`src/shared/pcq_regs.svh`:
```
`ifndef PCQ_REGS_SVH
`define PCQ_REGS_SVH
// ----------------------------------------------------------------------
// register offsets (word index; byte address is four times the index)
// ----------------------------------------------------------------------
`define PCQ_IDX_RX_SRC      8'h30
`define PCQ_IDX_RX_SNK      8'h31
`define PCQ_IDX_TASK_CMD    8'h00
`define PCQ_IDX_TASK_DATA   8'h01
`define PCQ_IDX_STATUS      8'h02
`define PCQ_IDX_IRQ_STAT    8'h03
`define PCQ_IDX_IRQ_MASK    8'h04
`define PCQ_IDX_PARTNER     8'h05
// ----------------------------------------------------------------------
// task command codes and return codes
// ----------------------------------------------------------------------
`define PCQ_CMD_GET_SNK     8'h01
`define PCQ_CMD_GET_SRC     8'h02
`define PCQ_RC_SUCCESS      8'h00
`define PCQ_RC_TIMEOUT      8'h01
`define PCQ_RC_REJECTED     8'h02
`define PCQ_RC_BAD_CMD      8'h03
// ----------------------------------------------------------------------
// field positions
// ----------------------------------------------------------------------
`define PCQ_ST_BUSY         0
`define PCQ_ST_DONE         1
`define PCQ_IRQ_DONE        0
`define PCQ_IRQ_REJ         1
`define PCQ_IRQ_TMO         2
`define PCQ_PRT_IS_SRC      0
`define PCQ_PRT_NO_DRP      1
`define PCQ_PRT_CAP_KNOWN   2
// ----------------------------------------------------------------------
// reset values and timing
// ----------------------------------------------------------------------
`define PCQ_RX_CAPS_RST     8'h00
`define PCQ_IRQ_MASK_RST    3'h0
`define PCQ_RESP_TIME_US    30
`define PCQ_CLK_MHZ         40
`define PCQ_RESP_CYCLES     (`PCQ_RESP_TIME_US * `PCQ_CLK_MHZ)
`endif

```
`src/shared/pcq_pkg.sv`:
```
package pcq_pkg;
  // message kinds exchanged with the protocol layer
  typedef enum logic [2:0] {
    PCQ_MSG_NONE    = 3'h0,
    PCQ_MSG_SNK_CAP = 3'h1,
    PCQ_MSG_SRC_CAP = 3'h2,
    PCQ_MSG_REJECT  = 3'h3,
    PCQ_MSG_NOT_SUP = 3'h4
  } pcq_msg_t;

  // task sequencer, gray along idle-send-wait-finish
  typedef enum logic [1:0] {
    PCQ_IDLE   = 2'b00,
    PCQ_SEND   = 2'b01,
    PCQ_WAIT   = 2'b11,
    PCQ_FINISH = 2'b10
  } pcq_state_t;

  typedef struct packed {
    pcq_state_t  state;
    logic        is_snk;
    logic [15:0] timer;
    logic [7:0]  cmd;
    logic [7:0]  ret_code;
    logic [7:0]  rx_src;
    logic [7:0]  rx_snk;
    logic [2:0]  irq_stat;
    logic [2:0]  irq_mask;
    logic [2:0]  partner;
    logic        busy;
    logic        done;
    logic        tx_req;
    logic [2:0]  tx_kind;
    logic        ack;
    logic [31:0] dat_o;
    logic        irq;
  } pcq_state_s_t;
endpackage

```
`src/rtl/pcq_task_ctrl.sv`:
```
`timescale 1ns/10ps
`include "pcq_regs.svh"
// Behaviour
// - sink-caps task sends Get_Sink_Cap as soon as the policy engine allows
// - both tasks leave the return code in task data buffer byte zero
// - sink-caps task ends on a sink caps reply or on a failure
// - sink-caps task rejected when partner is a known source without dual role
// - sink-caps task rejected on Reject or Not_Supported reply
// - either task times out when no reply within the response time
// - sink-caps success needs request GoodCRC'ed and sink caps processed
// - successful sink-caps task refreshes received sink caps at 0x31
// - source-caps task sends Get_Source_Cap as soon as policy allows
// - source-caps task ends on a source caps reply or on a failure
// - source-caps task rejected when partner is a known sink without dual role
// - source-caps task rejected on Reject or Not_Supported reply
// - source-caps success needs request GoodCRC'ed and caps processed
// - successful source-caps task refreshes received source caps at 0x30
module pcq_task_ctrl
  import pcq_pkg::*;
(
  input  wire logic        ref_clk,    // 40 MHz clock
  input  wire logic        srst,       // sync reset, active high
  input  wire logic        wb_cyc_i,   // wishbone cycle
  input  wire logic        wb_stb_i,   // wishbone strobe
  input  wire logic        wb_we_i,    // wishbone write
  input  wire logic [7:0]  wb_adr_i,   // wishbone word index
  input  wire logic [3:0]  wb_sel_i,   // wishbone byte select
  input  wire logic [31:0] wb_dat_i,   // wishbone write data
  output logic [31:0]      wb_dat_o,   // wishbone read data
  output logic             wb_ack_o,   // wishbone ack
  output logic             irq_o,      // level interrupt
  input  wire logic        pe_ready,   // policy engine may send now
  output logic             tx_req,     // request send, held until taken
  output logic [2:0]       tx_kind,    // 1 get sink caps, 2 get src caps
  input  wire logic        tx_goodcrc, // request acknowledged by GoodCRC
  input  wire logic        tx_fail,    // request not GoodCRC'ed
  input  wire logic        rx_valid,   // received message strobe
  input  wire logic [2:0]  rx_kind,    // received message kind
  input  wire logic [7:0]  rx_caps     // processed capability summary
);

  localparam logic [15:0] RESP_CYC = 16'(`PCQ_RESP_CYCLES);

  pcq_state_s_t cur_ff;
  pcq_state_s_t nxt_ff;

  logic       bus_req;
  logic       bus_wr;
  logic       rx_ok;
  logic       rx_neg;
  logic [2:0] ev;

  // ----------------------------------------------------------------------
  // bus decode
  // ----------------------------------------------------------------------
  assign bus_req = wb_cyc_i & wb_stb_i & ~cur_ff.ack;
  assign bus_wr  = bus_req & wb_we_i & wb_sel_i[0];

  // reply classification for the task that is running
  assign rx_ok  = rx_valid & (cur_ff.is_snk ?
                   (rx_kind == PCQ_MSG_SNK_CAP) :
                   (rx_kind == PCQ_MSG_SRC_CAP));
  assign rx_neg = rx_valid & ((rx_kind == PCQ_MSG_REJECT) |
                   (rx_kind == PCQ_MSG_NOT_SUP));

  // ----------------------------------------------------------------------
  // next state
  // ----------------------------------------------------------------------
  always_comb
  begin
    nxt_ff        = cur_ff;
    ev            = 3'h0;
    nxt_ff.ack    = 1'b0;
    nxt_ff.dat_o  = 32'h0;

    case (cur_ff.state)
      PCQ_IDLE:
      begin
        nxt_ff.tx_req = 1'b0;
      end
      PCQ_SEND:
      begin
        // partner role already rules the query out
        if (cur_ff.is_snk && cur_ff.partner[`PCQ_PRT_CAP_KNOWN] &&
            cur_ff.partner[`PCQ_PRT_IS_SRC] &&
            cur_ff.partner[`PCQ_PRT_NO_DRP])
        begin
          nxt_ff.ret_code = `PCQ_RC_REJECTED;
          nxt_ff.state    = PCQ_FINISH;
        end
        else if (!cur_ff.is_snk && cur_ff.partner[`PCQ_PRT_CAP_KNOWN] &&
                 !cur_ff.partner[`PCQ_PRT_IS_SRC] &&
                 cur_ff.partner[`PCQ_PRT_NO_DRP])
        begin
          nxt_ff.ret_code = `PCQ_RC_REJECTED;
          nxt_ff.state    = PCQ_FINISH;
        end
        else if (pe_ready)
        begin
          // first opportunity the policy engine grants
          nxt_ff.tx_req  = 1'b1;
          nxt_ff.tx_kind = cur_ff.is_snk ? PCQ_MSG_SNK_CAP
                                         : PCQ_MSG_SRC_CAP;
          nxt_ff.timer   = RESP_CYC;
          nxt_ff.state   = PCQ_WAIT;
        end
      end
      PCQ_WAIT:
      begin
        if (tx_goodcrc)
        begin
          nxt_ff.tx_req = 1'b0;
        end
        if (cur_ff.timer != 16'h0)
        begin
          nxt_ff.timer = cur_ff.timer - 16'h1;
        end
        if (rx_ok && !cur_ff.tx_req)
        begin
          // success only after GoodCRC dropped tx_req
          nxt_ff.ret_code = `PCQ_RC_SUCCESS;
          if (cur_ff.is_snk)
          begin
            nxt_ff.rx_snk = rx_caps;
          end
          else
          begin
            nxt_ff.rx_src = rx_caps;
          end
          nxt_ff.state = PCQ_FINISH;
        end
        else if (rx_neg && !cur_ff.tx_req)
        begin
          nxt_ff.ret_code = `PCQ_RC_REJECTED;
          nxt_ff.state    = PCQ_FINISH;
        end
        else if (tx_fail || cur_ff.timer == 16'h0)
        begin
          nxt_ff.tx_req   = 1'b0;
          nxt_ff.ret_code = `PCQ_RC_TIMEOUT;
          nxt_ff.state    = PCQ_FINISH;
        end
      end
      PCQ_FINISH:
      begin
        // return code is already in the buffer low byte
        nxt_ff.busy  = 1'b0;
        nxt_ff.done  = 1'b1;
        ev[`PCQ_IRQ_DONE] = 1'b1;
        ev[`PCQ_IRQ_REJ]  = (cur_ff.ret_code == `PCQ_RC_REJECTED);
        ev[`PCQ_IRQ_TMO]  = (cur_ff.ret_code == `PCQ_RC_TIMEOUT);
        nxt_ff.state = PCQ_IDLE;
      end
      default:
      begin
        nxt_ff.state = PCQ_IDLE;
      end
    endcase

    // register writes; a new task is ignored while one runs (host waits)
    if (bus_wr)
    begin
      case (wb_adr_i)
        `PCQ_IDX_TASK_CMD:
        begin
          if (!cur_ff.busy)
          begin
            nxt_ff.cmd  = wb_dat_i[7:0];
            nxt_ff.done = 1'b0;
            if (wb_dat_i[7:0] == `PCQ_CMD_GET_SNK ||
                wb_dat_i[7:0] == `PCQ_CMD_GET_SRC)
            begin
              nxt_ff.busy   = 1'b1;
              nxt_ff.is_snk = (wb_dat_i[7:0] == `PCQ_CMD_GET_SNK);
              nxt_ff.state  = PCQ_SEND;
            end
            else
            begin
              nxt_ff.ret_code = `PCQ_RC_BAD_CMD;
              nxt_ff.done     = 1'b1;
            end
          end
        end
        `PCQ_IDX_IRQ_STAT:
        begin
          nxt_ff.irq_stat = cur_ff.irq_stat & ~wb_dat_i[2:0];
        end
        `PCQ_IDX_IRQ_MASK:
        begin
          nxt_ff.irq_mask = wb_dat_i[2:0];
        end
        `PCQ_IDX_PARTNER:
        begin
          nxt_ff.partner = wb_dat_i[2:0];
        end
        default:
        begin
        end
      endcase
    end

    // set wins over a same-cycle write-one clear
    nxt_ff.irq_stat = nxt_ff.irq_stat | ev;
    nxt_ff.irq      = |(nxt_ff.irq_stat & nxt_ff.irq_mask);

    // read path; unmapped indices answer zero with ack
    if (bus_req)
    begin
      nxt_ff.ack = 1'b1;
      if (!wb_we_i)
      begin
        case (wb_adr_i)
          `PCQ_IDX_TASK_CMD:  nxt_ff.dat_o = {24'h0, cur_ff.cmd};
          `PCQ_IDX_TASK_DATA: nxt_ff.dat_o = {24'h0, cur_ff.ret_code};
          `PCQ_IDX_STATUS:
            nxt_ff.dat_o = {30'h0, cur_ff.done, cur_ff.busy};
          `PCQ_IDX_IRQ_STAT:  nxt_ff.dat_o = {29'h0, cur_ff.irq_stat};
          `PCQ_IDX_IRQ_MASK:  nxt_ff.dat_o = {29'h0, cur_ff.irq_mask};
          `PCQ_IDX_PARTNER:   nxt_ff.dat_o = {29'h0, cur_ff.partner};
          `PCQ_IDX_RX_SRC:    nxt_ff.dat_o = {24'h0, cur_ff.rx_src};
          `PCQ_IDX_RX_SNK:    nxt_ff.dat_o = {24'h0, cur_ff.rx_snk};
          default:            nxt_ff.dat_o = 32'h0;
        endcase
      end
    end
  end

  // ----------------------------------------------------------------------
  // state register
  // ----------------------------------------------------------------------
  always_ff @(posedge ref_clk)
  begin
    if (srst)
    begin
      cur_ff          <= '0;
      cur_ff.state    <= PCQ_IDLE;
      cur_ff.rx_src   <= `PCQ_RX_CAPS_RST;
      cur_ff.rx_snk   <= `PCQ_RX_CAPS_RST;
      cur_ff.irq_mask <= `PCQ_IRQ_MASK_RST;
    end
    else
    begin
      cur_ff <= nxt_ff;
    end
  end

  // outputs straight from flops
  assign wb_dat_o = cur_ff.dat_o;
  assign wb_ack_o = cur_ff.ack;
  assign irq_o    = cur_ff.irq;
  assign tx_req   = cur_ff.tx_req;
  assign tx_kind  = cur_ff.tx_kind;

endmodule

```
`config.mk`:
```
export PLATFORM = sky130hd
export DESIGN_NAME = pcq_task_ctrl
export DESIGN_NICKNAME = d
export VERILOG_FILES = /design/src/shared/pcq_pkg.sv /design/src/rtl/pcq_task_ctrl.sv
export VERILOG_INCLUDE_DIRS = /design/src /design/src/shared
export SDC_FILE = /design/constraint.sdc
export NUM_CORES = 1
export LEC_CHECK = 0
export BUFFER_PORTS_ARGS = -buffer_cell sky130_fd_sc_hd__buf_2
export CORE_MARGIN = 2
export CORE_UTILIZATION = 30
export CTS_CLUSTER_SIZE = 30
export DETAILED_ROUTE_END_ITERATION = 16
export PLACE_DENSITY = 0.58
export RECOVER_POWER = 50
export SYNTH_ARGS = -nofsm -noshare
export SYNTH_HDL_FRONTEND = slang
export SYNTH_SLANG_ARGS = --single-unit
```
`constraint.sdc`:
```
create_clock -name ref_clk -period 6.95 [get_ports ref_clk]
set_input_delay 1.39 -clock ref_clk [delete_from_list [all_inputs] [get_ports ref_clk]]
set_output_delay 1.39 -clock ref_clk [all_outputs]
set_load 0.01 [all_outputs]
```
# Word-level counts from Yosys, hierarchy flattened
# Index checks and enable logic that the tools add are counted.
# word_totals
ff_bits	100
out_inout_bits	38
wordCells	135
# op_classes
addsub	1
n_eq_ne	22
muxes	49
bitwise	17
n_reduce_logical	29
# ops
op	n
$mux W8	10
$mux W16	4
$pmux W8 S8	1
$mux W33	1
$eq A8 B2 Y1 const B	4
$pmux W16 S2	1
$eq A8 B1 Y1 const B	3
$mux W3	8
$mux W2	10
$eq A8 B3 Y1 const B	2
$eq A8 B6 Y1 const B	2
$logic_not A16 Y1	1
$pmux W8 S2	1
$reduce_bool A16 Y1	1
$sub A16 B1 Y16 const B	1
$mux W4	3
$reduce_and A4 Y1	3
$mux W11	1
$reduce_and A3 Y1	3
$logic_and A1 B1 Y1	8
$logic_not A8 Y1	1
$ne A2 B2 Y1 const B	4
$mux W1	7
$and A1 B1 Y1	6
20 further kinds	32

# Logic depth before layout (Yosys ltp)
# Gate-level depths: netlist of run 1.
# logic_depth
ltp_word	11
mapped_depth	9
ltp_nobuf	7

# Worst setup path before layout of run 1
# Ideal clock, no wire load.
# synth_path
path_type	input to register
from	in wb_adr_i[3]
to	reg cur_ff[97] in the netlist's numbering
setup_time_ps	132
t_arrival_ps	2983
path_slack_ps	3835
cell_stages	5
cell_sequence	or4_1 > nor4_2 > or4b_1 > mux2i_1 > a21oi_1
# synth_between
elab_chain_len	2
# synth_lines
item	line	text
start, declared	pcq_task_ctrl.sv:26	input wire logic [7:0] wb_adr_i,
$logic_not A8 Y1	pcq_task_ctrl.sv:163	case (wb_adr_i)
$reduce_and A4 Y1 (no line)	--	
end signal, assigned	pcq_task_ctrl.sv:243	cur_ff <= nxt_ff;
end, declared	pcq_task_ctrl.sv:44	pcq_state_s_t cur_ff;
# No other way between the ends.
# A chain may end at the register's enable or synchronous reset.

==> results of run 1 <==
cell usage in the layout, fill, tap and decap left out, types with 13 or more instances in the layout:
cell type / netlist / final
a21oi_1: 26 / 26
dfxtp_1: 75 / 75
buf_2: 2 / 35
nor3_1: 13 / 13
nand2_1: 14 / 15
conb_1: 1 / 25
mux2i_1: 33 / 33
nor2_1: 46 / 46
clkbuf_1: 8 / 14
o21ai_0: 15 / 16
how the worst min path moves through the flow:
stage	from	end	slack, ns	cells past startpoint
2_1_floorplan	tx_kind[0]	tx_kind[0]	0.44	2
3_3_place_gp	tx_kind[0]	tx_kind[0]	0.46	2
3_5_place_dp	tx_kind[0]	tx_kind[0]	0.47	2
4_1_cts	tx_kind[0]	tx_kind[0]	0.48	2
5_1_grt	tx_kind[0]	tx_kind[0]	0.49	2
6_report	tx_kind[0]	tx_kind[0]	0.48	2
final cells by class:
class	count	area [µm²]	area share [%]
well taps	168	210	4.97
flip-flops and latches	75	1500	35.5
clock buffers	9	225	5.32
multi-input cells	309	1940	45.8
inverters	12	45.0	1.06
clock inverters	7	60.1	1.42
repair buffers	52	250	5.91
sequential cells by signal (all words and copies together) (netlist names):
signal,flops
tx_req,1
tx_kind,2
wb_ack_o,1
irq_o,1
cur_ff,62
wb_dat_o,8
worst max-delay path, stage by stage:
cell	delay, ns
clkbuf_1	1.63
inv_1	0.43
o21ai_0	0.20
a31oi_1	0.08
a221o_1	0.33
power by group through the flow:
stage / Sequential, µW / Clock [µW] / Combinational, µW
floorplan: 440 / 0 / 32.3
global placement: 440 / 0 / 42.2
detailed placement: 440 / 0 / 42.9
CTS: 430 / 453 / 43.1
global route: 430 / 475 / 47.6
finish: 430 / 447 / 43.1
routing by layer:
metal	global-route usage, %	up-vias	wire length [µm]
met5	0	-	0
met4	6.67	0	178
met3	3.45	13	585
met2	23.0	86	4440
met1	19.0	1506	4410
li1	-	1569	-
cells by family (layout without fill, tap and decap cells):
| logic type | after synthesis | after routing |
|---|---|---|
| AND/OR/NAND/NOR | 149 | 149 |
| AO/OA/AOI/OAI | 95 | 95 |
| XOR/XNOR | 2 | 2 |
| multiplexers | 37 | 37 |
| adder cells (fa/ha/maj) | 1 | 1 |
| buffers and inverters | 61 | 80 |
| flip-flops | 75 | 75 |
| other | 1 | 25 |
through the flow:
| stage | instance area (µm²) | utilization (%) | cells | hold slack [ns] | setup WS, ns |
|---|---|---|---|---|---|
| 6_report | 4230 | 35.1 | 632 | 0.479 | 3.11 |
| 3_5_place_dp | 3970 | 32.9 | 616 | 0.467 | 3.22 |
| 2_1_floorplan | 3820 | - | 445 | 0.437 | 3.84 |
| 3_3_place_gp | 3970 | 32.9 | 616 | 0.457 | 3.25 |
| 5_1_grt | 4230 | 35.1 | 632 | 0.489 | 2.70 |
| 4_1_cts | 4250 | 35.3 | 632 | 0.476 | 3.57 |
==> impl_metrics.tcl, run 1 <==
set metrics [dict create \
    status "finished with violations" \
    violations "max-capacitance violations, max-slew violations" \
    via_count 3174 \
    drive_above_1_share_pct 15.5 \
    power_switching_share_pct 25.0 \
    syn_area_um2 3730 \
    synth-simple-area-share_pct 21.9 \
    hpwl_um 6960 \
    slew-limit-headroom_pct -55.7 \
    portBuffers 49 \
    postCtsSetupBuffers 0 \
    worst_setup_path_startpoint "srst" \
    routed_wl_um 9610 \
    grt_pass1_wl_um 15000 \
    cts_resized 0 \
    worstPathRequired_ns 7.18 \
    finalSetupViolCount 0 \
    total_power_uw 920 \
    cts_tree "done" \
    ant_nets 0 \
    synth-compound-area-share_pct 16.9 \
    yosysWarnings 0 \
    ys_ff_latch 75 \
    skew_ns 0.00694 \
    worstSetupStartpointType "input pin" \
    syn_area_per_cell_um2 8.85 \
    grt_max_degree 53 \
    grt_pass1_vias 2993 \
    die_h_um 115 \
    start_util_pct 30.9 \
    rsz0062_at_grt "no" \
    combPwrFrac_pct 4.7 \
    synthXorXnorAreaFrac_pct 0.470 \
    leakage_uw 0.00156 \
    fillers 1263 \
    yosys.cell_count.top_type "dfxtp_1" \
    cts.sinks 75 \
    antenna_found_initial 0 \
    end_kind "flop" \
    synth_top_family_by_area "simple AND/OR/NAND/NOR gates" \
    r2r_start "cur_ff[97]" \
    cts_max_level 3 \
    pwr-share-seq_pct 46.7 \
    r2r-end "cur_ff[69]" \
    synth_mux_area_share_pct 10.1 \
    num_rows 40 \
    postCtsHoldBufs 0 \
    fin_nets 524 \
    cts_root_buf "clkbuf_16" \
    synth_edf_count 0 \
    finalCriticalPeriod_ns 3.84 \
    fmax_ghz 0.261 \
    ys_types 63 \
    vdd_drop_max_mv 0.114 \
    clk_path_buf_depth 2 \
    antenna_cells 0 \
    grt-ovfl-total 0 \
    drt_iter0_drc 180 \
    crit_type "input pin to flop" \
    critPathCapture "irq_o" \
    maxSlewViolCount 53 \
    yosysTopAreaCell "dfxtp_1" \
    period_share_pct 55.2 \
    synthCells 421 \
    ios 102 \
    core_area_um2 12100 \
    grt_usage_pct 14.6 \
    die_w_um 115 \
    yosys.area_share.adder_pct 0.336 \
    synth.yosys.seq_area_share_pct 40.3 \
    drc_errors 0 \
    worstPathArrival_ns 4.06 \
    p_per_area_nw_per_um2 217 \
    p_int_uw 690 \
    ys_async_sr_fraction_pct 0 \
    hold_class "flop to flop" \
    setup_tns_ns 0 \
    clkLatencyLatePin_ns 0.34 \
    hold_viol 0 \
    worst_pin_slew_ns 2.34 \
    rr_worst_depth 5 \
    first_pass_iters 4 \
    gp_congestion 0.874 \
    clk_pin_slew_ns 0.06 \
    numCtsBuffers 9 \
    synth_area_leaders "dfxtp_1, mux2i_1, buf_4, nor2_1, a21oi_1" \
    syn2layout_area_growth_pct 13.6 \
    cap_violations 1 \
    rrSetupSlack_ns 4.34 \
    clkPwrFrac_pct 48.6 \
    switchingPower_uw 230 \
    synthFlopType "dfxtp_1" \
    die-area_um2 13300 \
    viasPerCell 5.02 \
    synth_top_cells_by_count "dfxtp_1, nor2_1, buf_4" \
    crit_fanout 52 \
    synth_top_area_share_pct 40.3 \
    drt-wirelength-per-cell_um 15.2 \
]
Power figures use the tool's default switching activity.
==> run 2, diff against run 1 <==
==> constraint.sdc (replaced) <==
create_clock -name ref_clk -period 3.8 [get_ports ref_clk]
set_input_delay 0.76 -clock ref_clk [delete_from_list [all_inputs] [get_ports ref_clk]]
set_output_delay 0.76 -clock ref_clk [all_outputs]
set_load 0.01 [all_outputs]
==> impl_metrics.tcl, run 2 (synthesis results as in run 1) <==
set metrics [dict create \
    num_rows 40 \
    crit_fanout 13 \
    clkLatencyLatePin_ns 0.34 \
    regArea_um2 1500 \
    die_h_um 115 \
    dp_cells 616 \
    portBuffers 49 \
    worstPathRequired_ns 3.98 \
    drive_above_1_share_pct 14.7 \
    antenna_found_initial 0 \
    viasPerCell 5.09 \
    skew_ns 0.00878 \
    crit_buf_inv 2 \
    drc_errors 0 \
    setup_tns_ns 0 \
    setup_ws_ns 0.679 \
    fmax_ghz 0.320 \
    grt_max_degree 53 \
    core_area_um2 12100 \
    final_common_cell "dfxtp_1" \
    maxSlewViolCount 0 \
    place_ws_ns 0.694 \
    grt_pass1_vias 2885 \
    status "complete, no violations" \
    mostFrequentLayoutCells "dfxtp_1, nor2_1, mux2i_1, buf_2, a21oi_1" \
    top_usage_layer "met2" \
    worst_pin_slew_ns 0.987 \
    clk_path_buf_depth 2 \
    rrSetupSlack_ns 1.12 \
    largest_reg_flops 62 \
    postCtsSetupBuffers 0 \
    worstSetupStartpointType "input pin" \
    cts_max_level 3 \
    via_count 3218 \
    hold_slack_ns 0.480 \
    final_cells 632 \
    finalCriticalPeriod_ns 3.12 \
    post-route-util_pct 35.0 \
    period_share_pct 82.1 \
    end_kind "flop" \
    postCtsHoldBufs 0 \
    slowest_delay_ns 0.65 \
    syn2layout_area_growth_pct 13.3 \
    leakage_uw 0.00155 \
    grtUsageMet1_pct 19.4 \
    rsz0062_at_grt "no" \
    grt_use_met3_pct 3.24 \
    cap_violations 0 \
    hpwl_um 6880 \
    numCtsBuffers 9 \
    fillers 1262 \
    vdd_drop_max_mv 0.226 \
    start_util_pct 30.9 \
    grt_pass1_wl_um 14700 \
    cpMaxStageDelayCell "clkbuf_1" \
    critPathTopFamily "simple AND/OR/NAND/NOR gates" \
    cts_tree "done" \
    clk_pin_slew_ns 0.06 \
    crit_top_cell "clkbuf_1" \
    die_w_um 115 \
    fin_nets 524 \
    grt-ovfl-total 0 \
    ant_nets 0 \
    cts_resized 0 \
    gp_congestion 0.885 \
    top_register "cur_ff" \
    finalSetupViolCount 0 \
    routed_wl_um 9480 \
    path_cells "clkbuf_1 > or4_1 > nor4_2 > clkbuf_1 > or4b_1 > mux2i_1 > a21oi_1" \
    crit_type "input pin to flop" \
    ios 102 \
    antenna_cells 0 \
    grt_usage_pct 14.2 \
    hold_class "flop to flop" \
    cts_root_buf "clkbuf_16" \
    drt_iter0_drc 236 \
    cts.sinks 75 \
    slew-limit-headroom_pct 34.2 \
    die-area_um2 13300 \
    grtUsageMet2_pct 21.2 \
    hold_viol 0 \
    worstPathArrival_ns 3.30 \
    first_pass_iters 5 \
    multi_input_comb_area_um2 1940 \
    drt-wirelength-per-cell_um 15.0 \
    p_per_area_nw_per_um2 398 \
]
[run 2: cell types whose count changed in the layout (fill, tap and decap cells not counted), sizes merged]
cell	previous run	this run
buf	38	34
clkbuf	23	27
clkinv	1	3
clkinvlp	3	1
[run 2: worst paths after layout]
path,start,cells after the start,end
setup / recovery,wb_adr_i[0],7,cur_ff[97]
hold / removal,tx_kind[0],2,tx_kind[0]
setup reg to reg,cur_ff[81],8,cur_ff[82]
hold reg to reg,tx_kind[0],2,tx_kind[0]
[run 2: final cells by class]
cell class                 count  area share (%)
multi-input combinational    309            45.9
clock buffer                   9            5.33
tap                          168            4.98
inverter                      12            1.07
clock inverter                 7            1.45
timing repair buffer          52            5.69
sequential                    75            35.6
[run 2: report_power, final]
part           internal (µW)  total, µW  switching (µW)
clock network            454        814             360
registers                786        787           0.205
logic                   23.6       78.8            55.2
total                   1260       1680             415
[run 2: layer usage]
metal  vias up  part of all wire [%]
li1       1571                     -
met1      1543                    46
met2        87                    46
met3        17                   5.9
met4         0                   1.7
met5         -                     0
[run 2: through the flow]
stage | power [µW] | cell area, µm²
CTS | 1690 | 4250
global placement | 881 | 3970
finish | 1680 | 4220
floorplan | 863 | 3820
global route | 1740 | 4220
detailed placement | 883 | 3970
[run 2: worst min-delay path: stages (launching register included)]
cell and delay, ns:
dfxtp_1 0.32, nand2_1 0.06, a21oi_1 0.06
==> run 3, diff against run 2 <==
--- a/config.mk
+++ b/config.mk
@@ -11,7 +11,7 @@
 export CORE_UTILIZATION = 30
 export CTS_CLUSTER_SIZE = 30
 export DETAILED_ROUTE_END_ITERATION = 16
-export PLACE_DENSITY = 0.58
+export PLACE_DENSITY = 0.59
 export RECOVER_POWER = 50
 export SYNTH_ARGS = -nofsm -noshare
 export SYNTH_HDL_FRONTEND = slang
==> constraint.sdc (replaced) <==
create_clock -name ref_clk -period 2.5 [get_ports ref_clk]
set_input_delay 0.5 -clock ref_clk [delete_from_list [all_inputs] [get_ports ref_clk]]
set_output_delay 0.5 -clock ref_clk [all_outputs]
set_load 0.01 [all_outputs]
==> impl_metrics.tcl, run 3 (synthesis results as in run 1) <==
set metrics [dict create \
    status "complete, no violations" \
    path_cells "mux2_2 > a221oi_1 > o311ai_0 > a311oi_1 > buf_4 > and2_1" \
    min_from "wb_dat_i[7]" \
    drt_iter0_drc 205 \
    grt_max_degree 29 \
    gp_congestion 0.879 \
    end_kind "flop" \
    slew-limit-headroom_pct 55.6 \
    core_area_um2 12100 \
    viasPerCell 4.97 \
    hold_class "input pin to flop" \
    grt_usage_pct 14.6 \
    worstSetupStartpointType "flop" \
    grt_use_met3_pct 4.34 \
    drive_above_1_share_pct 18.4 \
    finalCriticalPeriod_ns 2.30 \
    hold_viol 0 \
    grt_pass1_vias 3051 \
    ant_nets 0 \
    grtUsageMet2_pct 22.8 \
    vdd_drop_max_mv 0.414 \
    p_per_area_nw_per_um2 586 \
    ios 102 \
    crit_buf_inv 1 \
    final_common_cell "dfxtp_1" \
    slowest_delay_ns 0.52 \
    skew_ns 0.00921 \
    dp_cells 642 \
    top_usage_layer "met2" \
    largest_reg_flops 62 \
    maxSlewViolCount 0 \
    worstPathArrival_ns 2.59 \
    design_area_um2 4420 \
    die_h_um 115 \
    num_rows 40 \
    die_w_um 115 \
    antenna_found_initial 0 \
    drt-wirelength-per-cell_um 14.3 \
    cap_violations 0 \
    cts_tree "done" \
    cts_max_level 3 \
    regArea_um2 1500 \
    total_power_uw 2590 \
    clk_pin_slew_ns 0.07 \
    clkLatencyLatePin_ns 0.35 \
    grtUsageMet1_pct 18.9 \
    routed_wl_um 9400 \
    via_count 3273 \
    fillers 1248 \
    start_util_pct 30.9 \
    die-area_um2 13300 \
    cts.sinks 75 \
    placedInstanceArea_um2 4180 \
    critPathTopFamily "compound AO/OA/AOI/OAI gates" \
    cts_root_buf "clkbuf_16" \
    drc_errors 0 \
    multi_input_comb_area_um2 1940 \
    mostFrequentLayoutCells "dfxtp_1, nor2_1, buf_2" \
    numCtsBuffers 9 \
    top_register "cur_ff" \
    fin_nets 550 \
    grt_pass1_wl_um 15100 \
    hpwl_um 7250 \
    syn2layout_area_growth_pct 18.7 \
    postCtsHoldBufs 0 \
    grt-ovfl-total 0 \
    finalSetupViolCount 0 \
    period_share_pct 92.1 \
    cpMaxStageDelayCell "dfxtp_1" \
    rsz0062_at_grt "no" \
    fmax_ghz 0.434 \
    worst_pin_slew_ns 0.665 \
    crit_fanout 7 \
    worstPathRequired_ns 2.78 \
    crit_type "flop to flop" \
    portBuffers 49 \
    worst_setup_path_startpoint "cur_ff[97]" \
    first_pass_iters 7 \
    final_cells 659 \
    post-route-util_pct 36.7 \
    leakage_uw 0.00167 \
    clk_path_buf_depth 2 \
    r2r_start "cur_ff[97]" \
]
[run 3: repair_timing]
item | 4_1_cts | 5_1_grt
setup endpoints to repair | 0 | 7
setup buffers | 0 | 0
endpoints found under the hold margin | 0 | 0
gates resized for setup | 0 | 1
[run 3: cell type report]
type,count,share of cell area [%]
Multi-Input combinational cell,309,43.9
Sequential cell,75,33.9
Timing Repair Buffer,78,9.64
Clock buffer,9,5.09
Tap cell,168,4.75
Clock inverter,7,1.58
Inverter,12,1.02
Antenna cell,1,0.0566
[run 3: worst min-delay path, delay by kind of cell]
kind | cells | cell delay (ns)
buf+inv | 1 | 0.08
mux | 1 | 0.06
simple gates | 1 | 0.07
[run 3: path summary, 6_finish.rpt]
check	cells past startpoint	slack, ns	to
max reg2reg	6	0.20	cur_ff[68]
min	3	0.40	cur_ff[80]
min reg2reg	2	0.47	tx_kind[0]
max	6	0.20	cur_ff[68]
[run 3: power by group]
part	total [µW]	internal [µW]	leakage, µW	switching [µW]
Combinational	128	43.3	0.000924	84.9
Clock	1270	698	0.000141	573
Sequential	1200	1190	0.000604	0.335
[run 3: per-layer routing]
| metal | share of wire, % | vias to the layer above |
|---|---|---|
| met5 | 0 | - |
| met4 | 1.2 | 0 |
| met3 | 5.6 | 8 |
| met2 | 47 | 75 |
| met1 | 46 | 1567 |
| li1 | - | 1623 |
[run 3: metrics by stage]
step           TNS, ns  setup slack [ns]  hold WS, ns
2_1_floorplan        0             0.275        0.437
4_1_cts              0            0.0761        0.396
3_3_place_gp         0            0.0121        0.457
5_1_grt              0            0.0298        0.409
6_report             0             0.198        0.398
3_5_place_dp   -0.0129           -0.0129        0.459
